File: src/hdl/usps_pkg.sv
// constants and types for the unipolar stepper phase sequencer
// How it works
// - one step per falling step edge only
// - half_step_select low gives half steps
// - two half-step pulses make one full step
// - direction and mode sampled at falling edge
// - direction picks forward or backward sequence
// - output_disable high forces all sinks off
// - unconnected logic inputs read as high
// - boost output on timed after phase change
// - boost time about 0.55 times RT CT
// - zero-current indication per phase A and B
// - two sinks plus one boost per phase
// - phase change triggers that phase's timer
// - two independent timers sharing one setting
// - reset initialises logic, holds outputs inhibited
// - zero flag while phase current suppressed
package usps_pkg;
  // clock rate and boost time in their own units
  localparam int CLK_HZ = 10000000;
  localparam int BOOST_NS = 260000;
  // 0.55 * 47k * 10n, rounded up for a longest-type time
  localparam int BOOST_CYCLES = BOOST_NS / (1000000000 / CLK_HZ);
  localparam int BOOST_W = 16;
  localparam logic [2:0] RESET_POS = 3'h0;
  // step line level after reset, same as an open pin
  localparam logic STEP_IDLE = 1'h1;
  // drive codes per phase: first sink, second sink, zero current
  typedef enum logic [2:0] {
    USPS_FIRST = 3'h1,
    USPS_SECOND = 3'h2,
    USPS_ZERO = 3'h4
  } usps_drive_t;
endpackage : usps_pkg

File: src/hdl/usps_sequencer.sv
// phase sequencer top: step edge, phase state, sinks and boosts
`timescale 1ns/1ps
module usps_sequencer #(
  parameter int BOOST_CYCLES = usps_pkg::BOOST_CYCLES
) (
  input wire logic SYS_CLK,
  input wire logic RESET,
  input wire logic STEP,
  input wire logic DIRECTION,
  input wire logic HALF_STEP_SELECT,
  input wire logic OUTPUT_DISABLE,
  output logic PHASE_A_SINK_FIRST,
  output logic PHASE_A_SINK_SECOND,
  output logic PHASE_B_SINK_FIRST,
  output logic PHASE_B_SINK_SECOND,
  output logic PHASE_A_BOOST_OUTPUT,
  output logic PHASE_B_BOOST_OUTPUT,
  output logic PHASE_A_ZERO,
  output logic PHASE_B_ZERO
);
  // one shared on-time for both timers, cut to the counter width
  localparam logic [usps_pkg::BOOST_W-1:0] DUR =
    BOOST_CYCLES[usps_pkg::BOOST_W-1:0];
  // number of phases, one timer and one sink pair each
  localparam int PHASES = 2;

  // step edge detector
  logic step_prev;
  logic next_step_prev;
  logic step_fall;
  // position in the eight-state half-step cycle
  logic [2:0] pos;
  logic [2:0] next_pos;
  // power-up gate, low for the first cycle after reset
  logic init_done;
  logic next_init_done;
  // drive codes now and after a pending step
  usps_pkg::usps_drive_t drive_a;
  usps_pkg::usps_drive_t drive_b;
  usps_pkg::usps_drive_t next_drive_a;
  usps_pkg::usps_drive_t next_drive_b;
  // per-phase timer trigger and state, index 0 is phase A
  logic [PHASES-1:0] trig;
  logic [PHASES-1:0] boost_on;
  // sinks may conduct
  logic sinks_ok;
  // next values of the output flip-flops
  logic next_a_first;
  logic next_a_second;
  logic next_b_first;
  logic next_b_second;
  logic next_a_boost;
  logic next_b_boost;
  logic next_a_zero;
  logic next_b_zero;

  // phase A code for a position; even positions energise both phases
  function automatic usps_pkg::usps_drive_t code_a(input logic [2:0] p);
    case (p)
      3'h0, 3'h6, 3'h7: code_a = usps_pkg::USPS_FIRST;
      3'h2, 3'h3, 3'h4: code_a = usps_pkg::USPS_SECOND;
      default: code_a = usps_pkg::USPS_ZERO;
    endcase
  endfunction : code_a

  // phase B code, a quarter cycle behind phase A
  function automatic usps_pkg::usps_drive_t code_b(input logic [2:0] p);
    case (p)
      3'h0, 3'h1, 3'h2: code_b = usps_pkg::USPS_FIRST;
      3'h4, 3'h5, 3'h6: code_b = usps_pkg::USPS_SECOND;
      default: code_b = usps_pkg::USPS_ZERO;
    endcase
  endfunction : code_b

  // falling edge of the step line; the idle level is high so a floating
  // pin can never produce a step, and no step counts before power-up
  always_comb begin
    next_step_prev = STEP;
    step_fall = init_done & step_prev & ~STEP;
  end

  // edge detector register
  always_ff @(posedge SYS_CLK) begin
    if (RESET) begin
      step_prev <= usps_pkg::STEP_IDLE;
    end else begin
      step_prev <= next_step_prev;
    end
  end

  // next position: direction and mode are read at the same edge as the
  // step, so a level change between steps never moves the motor
  always_comb begin
    next_pos = pos;
    if (step_fall) begin
      if (!HALF_STEP_SELECT) begin
        if (DIRECTION) begin
          next_pos = pos + 3'h1;
        end else begin
          next_pos = pos - 3'h1;
        end
      end else begin
        // full step lands on an even position from either parity
        if (DIRECTION) begin
          next_pos = (pos + 3'h2) & 3'h6;
        end else begin
          next_pos = (pos - 3'h1) & 3'h6;
        end
      end
    end
  end

  // position and power-up registers
  always_ff @(posedge SYS_CLK) begin
    if (RESET) begin
      pos <= usps_pkg::RESET_POS;
      init_done <= 1'h0;
    end else begin
      pos <= next_pos;
      init_done <= next_init_done;
    end
  end

  // power-up completes one cycle after reset is released
  always_comb begin
    next_init_done = 1'h1;
  end

  // drive codes and timer triggers; a phase whose code changes on this
  // step restarts its own timer, the other phase keeps counting
  always_comb begin
    drive_a = code_a(pos);
    drive_b = code_b(pos);
    next_drive_a = code_a(next_pos);
    next_drive_b = code_b(next_pos);
    trig[0] = step_fall & (next_drive_a != drive_a);
    trig[1] = step_fall & (next_drive_b != drive_b);
  end

  // one on-time counter per phase, both loaded from the same duration
  generate
    for (genvar ph = 0; ph < PHASES; ph++) begin : g_boost
      usps_boost_timer #(
        .WIDTH(usps_pkg::BOOST_W)
      ) timer (
        .clk(SYS_CLK),
        .rst(RESET),
        .trigger(trig[ph]),
        .duration(DUR),
        .active(boost_on[ph])
      );
    end
  endgenerate

  // output next values; sinks are gated by the inhibit level, the
  // zero flags keep reporting the phase logic while inhibited
  always_comb begin
    sinks_ok = init_done & ~OUTPUT_DISABLE;
    next_a_first = sinks_ok & (drive_a == usps_pkg::USPS_FIRST);
    next_a_second = sinks_ok & (drive_a == usps_pkg::USPS_SECOND);
    next_b_first = sinks_ok & (drive_b == usps_pkg::USPS_FIRST);
    next_b_second = sinks_ok & (drive_b == usps_pkg::USPS_SECOND);
    next_a_boost = init_done & boost_on[0];
    next_b_boost = init_done & boost_on[1];
    next_a_zero = init_done & (drive_a == usps_pkg::USPS_ZERO);
    next_b_zero = init_done & (drive_b == usps_pkg::USPS_ZERO);
  end

  // every output comes straight from a flip-flop; reset holds all off
  always_ff @(posedge SYS_CLK) begin
    if (RESET) begin
      PHASE_A_SINK_FIRST <= 1'h0;
      PHASE_A_SINK_SECOND <= 1'h0;
      PHASE_B_SINK_FIRST <= 1'h0;
      PHASE_B_SINK_SECOND <= 1'h0;
      PHASE_A_BOOST_OUTPUT <= 1'h0;
      PHASE_B_BOOST_OUTPUT <= 1'h0;
      PHASE_A_ZERO <= 1'h0;
      PHASE_B_ZERO <= 1'h0;
    end else begin
      PHASE_A_SINK_FIRST <= next_a_first;
      PHASE_A_SINK_SECOND <= next_a_second;
      PHASE_B_SINK_FIRST <= next_b_first;
      PHASE_B_SINK_SECOND <= next_b_second;
      PHASE_A_BOOST_OUTPUT <= next_a_boost;
      PHASE_B_BOOST_OUTPUT <= next_b_boost;
      PHASE_A_ZERO <= next_a_zero;
      PHASE_B_ZERO <= next_b_zero;
    end
  end

  // helper for the on-time checks: cycles since the last phase A
  // trigger, parked at full scale so an old trigger never matches
  logic [usps_pkg::BOOST_W-1:0] a_since;
  logic [usps_pkg::BOOST_W-1:0] next_a_since;

  always_comb begin
    next_a_since = a_since;
    if (trig[0]) begin
      next_a_since = '0;
    end else if (a_since != '1) begin
      next_a_since = a_since + 1'b1;
    end
  end

  // helper register
  always_ff @(posedge SYS_CLK) begin
    if (RESET) begin
      a_since <= '1;
    end else begin
      a_since <= next_a_since;
    end
  end

  // a step moves the position, nothing else does
  step_once_a: assert property (
    @(posedge SYS_CLK) disable iff (RESET)
    !step_fall |=> pos == $past(pos)
  ) else $error("position moved without a step");

  // a half step forward moves one position
  half_forward_a: assert property (
    @(posedge SYS_CLK) disable iff (RESET)
    step_fall && !HALF_STEP_SELECT && DIRECTION |=> pos == $past(pos) + 3'h1
  ) else $error("half step forward wrong");

  // a half step backward moves one position back
  half_backward_a: assert property (
    @(posedge SYS_CLK) disable iff (RESET)
    step_fall && !HALF_STEP_SELECT && !DIRECTION |=> pos == $past(pos) - 3'h1
  ) else $error("half step backward wrong");

  // a full step always ends with both phases on
  full_even_a: assert property (
    @(posedge SYS_CLK) disable iff (RESET)
    step_fall && HALF_STEP_SELECT |=> !pos[0]
  ) else $error("full step left a phase at zero");

  // a full step forward from a both-on position moves two positions
  full_forward_a: assert property (
    @(posedge SYS_CLK) disable iff (RESET)
    step_fall && HALF_STEP_SELECT && DIRECTION && !pos[0] |=>
      pos == $past(pos) + 3'h2
  ) else $error("full step forward wrong");

  // inhibit turns every sink off at the next edge
  inhibit_off_a: assert property (
    @(posedge SYS_CLK) disable iff (RESET)
    OUTPUT_DISABLE |=> !PHASE_A_SINK_FIRST && !PHASE_A_SINK_SECOND &&
      !PHASE_B_SINK_FIRST && !PHASE_B_SINK_SECOND
  ) else $error("sink on while inhibited");

  // a phase flagged at zero current has no sink on
  zero_a_flag_a: assert property (
    @(posedge SYS_CLK) disable iff (RESET)
    PHASE_A_ZERO |-> !PHASE_A_SINK_FIRST && !PHASE_A_SINK_SECOND
  ) else $error("phase A flagged zero with a sink on");

  // same for phase B
  zero_b_flag_a: assert property (
    @(posedge SYS_CLK) disable iff (RESET)
    PHASE_B_ZERO |-> !PHASE_B_SINK_FIRST && !PHASE_B_SINK_SECOND
  ) else $error("phase B flagged zero with a sink on");

  // a phase change turns the boost on two edges later
  boost_start_a: assert property (
    @(posedge SYS_CLK) disable iff (RESET)
    trig[0] |-> ##2 PHASE_A_BOOST_OUTPUT
  ) else $error("phase A boost did not start");

  // the boost stays on for the whole on-time after a trigger
  boost_hold_a: assert property (
    @(posedge SYS_CLK) disable iff (RESET)
    a_since != '0 && a_since <= DUR |-> PHASE_A_BOOST_OUTPUT
  ) else $error("phase A boost ended early");

  // and never outlasts it
  boost_end_a: assert property (
    @(posedge SYS_CLK) disable iff (RESET)
    PHASE_A_BOOST_OUTPUT |-> a_since <= DUR
  ) else $error("phase A boost ran too long");

  // no sink conducts before power-up completes
  power_up_a: assert property (
    @(posedge SYS_CLK)
    !init_done |=> !PHASE_A_SINK_FIRST && !PHASE_A_SINK_SECOND &&
      !PHASE_B_SINK_FIRST && !PHASE_B_SINK_SECOND
  ) else $error("sink on before power-up");

  // a full step forward was taken
  full_step_c: cover property (
    @(posedge SYS_CLK) disable iff (RESET)
    step_fall && HALF_STEP_SELECT && DIRECTION
  );

  // a half step backward was taken
  half_back_c: cover property (
    @(posedge SYS_CLK) disable iff (RESET)
    step_fall && !HALF_STEP_SELECT && !DIRECTION
  );

  // a step was taken while inhibited
  inhibit_step_c: cover property (
    @(posedge SYS_CLK) disable iff (RESET)
    step_fall && OUTPUT_DISABLE
  );

  // a boost ran to its end
  boost_done_c: cover property (
    @(posedge SYS_CLK) disable iff (RESET)
    $fell(PHASE_A_BOOST_OUTPUT)
  );
endmodule : usps_sequencer

File: src/hdl/usps_boost_timer.sv
// one retriggerable boost on-time counter for a single phase
`timescale 1ns/1ps
module usps_boost_timer #(
  parameter int WIDTH = 16
) (
  input wire logic clk,
  input wire logic rst,
  input wire logic trigger,
  input wire logic [WIDTH-1:0] duration,
  output logic active
);
  logic [WIDTH-1:0] count;
  logic [WIDTH-1:0] next_count;

  // reload on every trigger so a fast step rate extends the pulse
  always_comb begin
    next_count = count;
    if (trigger) begin
      next_count = duration;
    end else if (count != '0) begin
      next_count = count - 1'b1;
    end
  end

  always_ff @(posedge clk) begin
    if (rst) begin
      count <= '0;
    end else begin
      count <= next_count;
    end
  end

  assign active = (count != '0);

  // a trigger always restarts the count from the full duration
  reload_count_a: assert property (
    @(posedge clk) disable iff (rst)
    trigger |=> count == $past(duration)
  ) else $error("boost timer did not reload");
endmodule : usps_boost_timer

File: config.mk
export PLATFORM = sky130hd
export DESIGN_NAME = usps_sequencer
export DESIGN_NICKNAME = d
export VERILOG_FILES = /design/src/hdl/usps_pkg.sv /design/src/hdl/usps_sequencer.sv /design/src/hdl/usps_boost_timer.sv
export SDC_FILE = /design/constraint.sdc
export NUM_CORES = 1
export LEC_CHECK = 0
export BUFFER_PORTS_ARGS = -buffer_cell sky130_fd_sc_hd__buf_2
export CAP_MARGIN = 40
export CORE_MARGIN = 1
export CORE_UTILIZATION = 35
export DETAILED_ROUTE_END_ITERATION = 10
export SLEW_MARGIN = 30
export SYNTH_ARGS = -nofsm -noshare
export SYNTH_HDL_FRONTEND = slang
export SYNTH_SLANG_ARGS = --single-unit
File: constraint.sdc
create_clock -name SYS_CLK -period 2.6 [get_ports SYS_CLK]
set_clock_uncertainty 0.1 [all_clocks]
set_input_delay 0.13 -clock SYS_CLK [delete_from_list [all_inputs] [get_ports SYS_CLK]]
set_output_delay 0.13 -clock SYS_CLK [all_outputs]
set_load 0.1 [all_outputs]
==> key figures <==
Logic synthesis
  – #FFs+latches synth: 45
  – Post-synth EDFFs: 0
  – Sequential share of the synthesized area: 37.8%
  – Synth warn: 0
  – Post-Synthesis Cells: ~250
  – Async S/R FF share, synth: 0%
  – Syn Nets: ~270
  – Cell Area, Synth: between 0.002 and 0.0025 sq mm
  – Top FF cell, synth: dfxtp_1
  – Distinct cells, synth: 53
  – Synthesized area per cell: between 9 and 10 sq um

Worst setup path
  – Cell family with most CP delay: compound AO/OA/AOI/OAI gates
  – Setup CP Type: register to register
  – CP Capture Type: register
  – Worst-path maximum fanout: 16
  – Slowest stage cell, crit path: dfxtp_1
  – Critical path buffer and inverter count: 2
  – Worst Path Required: between 2 and 3 ns
  – Launch point of the worst path: pos[0]
  – Worst R2R Setup Slack: 0.14 ns
  – CP cell instances: inv_1 > ha_1 > or2_0 > a21o_1 > a22oi_2 > mux2i_1 > a22oi_4 > buf_12 > a31o_2
  – Slowest Stage Delay on Critical Path: 0.38 ns
  – Crit Reg-Reg Endpoint: g_boost[0].timer.count[5]
  – Reg2reg path depth: 9
  – R2R Path Start: pos[0]
  – Crit path to: g_boost[0].timer.count[5]
  – Stages on worst setup path: 9
  – Crit path launch type: register
  – Worst Path Arrival: roughly 2.5 ns

Place
  – HPWL after DPL: 3320 microns
  – PortBufs: 13
  – RD Place Congestion: around 0.85

STA
  – Hold Violations, Final: 0
  – RSZ-0062 raised after global routing: false
  – Crit path time final: about 2.5 ns
  – Worst-Margin Slew: 0.587 ns
  – Max frequency: between 400 and 500 MHz
  – Slew Viols, Final: 0
  – Period utilization: 94.5%
  – Worst rel slew slack: around three fifths
  – Setup Viol. Count Final: 0
  – Post-Route Setup TNS: 0 ns

Die
  – Die footprint: 0.00714 sq mm
  – Cell row count: 29
  – Die width: roughly 84 microns
  – Core region area: approximately 0.0065 sq mm
  – Initial Utilization: between 30% and 40%
  – I/O pin count: 14
  – Die height: about 84 microns

Final layout
  – Layout net count: 294
  – Most common cell after layout, fill and taps aside: dfxtp_1
  – Largest reg by FF count: g_boost.timer.count
  – Number of antenna diodes: 0
  – Top Registers: g_boost.timer.count: 32 flops, pos: 3 flops
  – Most frequent cells in the layout: dfxtp_1 (44), nor2_1 (24), nor3_1 (19), xnor2_1 (17), a21oi_1 (16)
  – Max reg flops: 32
  – Share of cells above drive strength 1: 23.4%
  – Layout area overhead: 13.3%

Detailed routing
  – First-pass DRT Iterations: 4
  – Via count: ~1,900
  – Vias/cell: roughly 5.2
  – Post-DRT Antenna Nets: 0
  – DRC Markers: 0
  – Initial DRC Count: between 80 and 90
  – Aggregate routed wire length: ~4600 microns
  – WL/cell: between 10 and 15 microns

Power and ir drop
  – Power Total: approximately 2.8 mW
  – Total power per unit cell area: between 1000 and 1500 mW/mm^2
  – VDD IR max: 0.000305 V
  – P_leak: between 1 and 1.5 nW

Outcome
  – Status: finished clean

Clocking
  – Number of buffers created by CTS: 5
  – Clk root buf: clkbuf_8
  – CTS sink cnt: 45
  – CTS tree: built
  – Insertion delay to the later sink of the worst-skew pair: 0.29 ns
  – Clock-pin slew on the worst setup and hold paths: 0.07 ns
  – Postcts setup bufs: 0
  – Htree depth: 2
  – Deepest clock path buffer count: 2

Global routing
  – First-pass GRT wire length: a little under 8000 microns
  – Initial antenna violation count: 0
  – Grt total ovfl: 0
  – Vias in the first global route: approximately 1,800
  – Largest net degree at the start of global routing: 25
  – Overall routing resource usage: around 13%

Min path
  – HP Class: primary input to register

Run
  – Max_cap viols: 0
-- layer usage --
layer  vias to the layer above  global-route usage [%]  part of all wire, %
li1                        963                       -                    -
met1                       866                    16.3                   47
met3                         6                    2.95                  2.5
met5                         -                       0                    0
met4                         0                    5.55                  1.9
met2                        23                    23.2                   48
-- cells in the mapped netlist, types with 3 or more instances --
cell | count | share of area, %
xor2_1 | 5 | 1.8
nor2b_1 | 3 | 0.79
a211oi_2 | 10 | 5.3
nand2_1 | 7 | 1.1
and3_1 | 4 | 1.1
buf_6 | 3 | 1.4
dfxtp_1 | 45 | 38
nand2b_1 | 6 | 1.6
nor3_1 | 19 | 4.0
nor2_1 | 24 | 3.8
mux2i_1 | 4 | 1.7
nand3_1 | 3 | 0.63
a31o_2 | 4 | 1.5
inv_1 | 10 | 1.6
nor4_2 | 3 | 1.6
a21oi_1 | 16 | 3.4
nor4_1 | 6 | 1.6
a211oi_1 | 3 | 0.95
ha_1 | 10 | 5.3
or3_1 | 10 | 2.6
o21ai_0 | 5 | 1.1
xnor2_1 | 17 | 6.3
-- kinds of logic (layout without fill, tap and decap cells) --
kind of cell	count (synthesis)	after routing	synth area share, %
muxes	5	5	2.15
DFF	45	45	37.8
xor gates and xnor gates	22	22	8.09
adders and majority gates	10	10	5.25
buffers and inverters	18	43	3.94
and+or+nand+nor	99	99	24.1
AOI/OAI and AO/OA	54	54	18.7
-- repair_timing --
item,in CTS,in global routing
gates resized for setup,0,3
hold endpoints to repair,5,0
endpoints found under the setup margin,0,16
hold buffers,2,0
-- cell type report --
| cell class | instances | area, sq um |
|---|---|---|
| inverters | 11 | 41.3 |
| clock buffers | 7 | 86.3 |
| well taps | 77 | 96.3 |
| repair buffers | 25 | 173 |
| flip-flops and latches | 45 | 902 |
| multi-input cells | 190 | 1400 |
| fillers | 654 | 3760 |
-- through the flow --
step	instances	hold slack, ns	util [%]	setup WS [ns]	instance area [sq um]
after floorplan	253	0.109	-	0.237	2380
after global placement	346	0.243	40.0	0.184	2580
after detailed placement	346	0.251	40.0	0.125	2580
after CTS	355	0.216	41.7	0.0917	2690
after global routing	355	0.258	41.8	0.0251	2700
final	355	0.226	41.8	0.142	2700
-- power by group --
part	leakage [nW]	internal, mW	total, mW	switching, mW
registers	0.370	0.859	1.01	0.149
clock network	0.0443	0.211	0.424	0.213
logic	0.621	0.594	1.36	0.763
total	1.04	1.66	2.79	1.12
-- worst min path at each step --
| stage | from | endpoint | slack [ns] | depth (start not counted) |
|---|---|---|---|---|
| after floorplan | OUTPUT_DISABLE | PHASE_B_SINK_FIRST | 0.11 | 1 |
| after global placement | STEP | step_prev | 0.24 | 2 |
| after detailed placement | STEP | step_prev | 0.25 | 2 |
| after CTS | RESET | pos[0] | 0.22 | 2 |
| after global routing | RESET | pos[0] | 0.26 | 2 |
| final | RESET | pos[0] | 0.23 | 2 |
(Power assumes the default switching activity.)
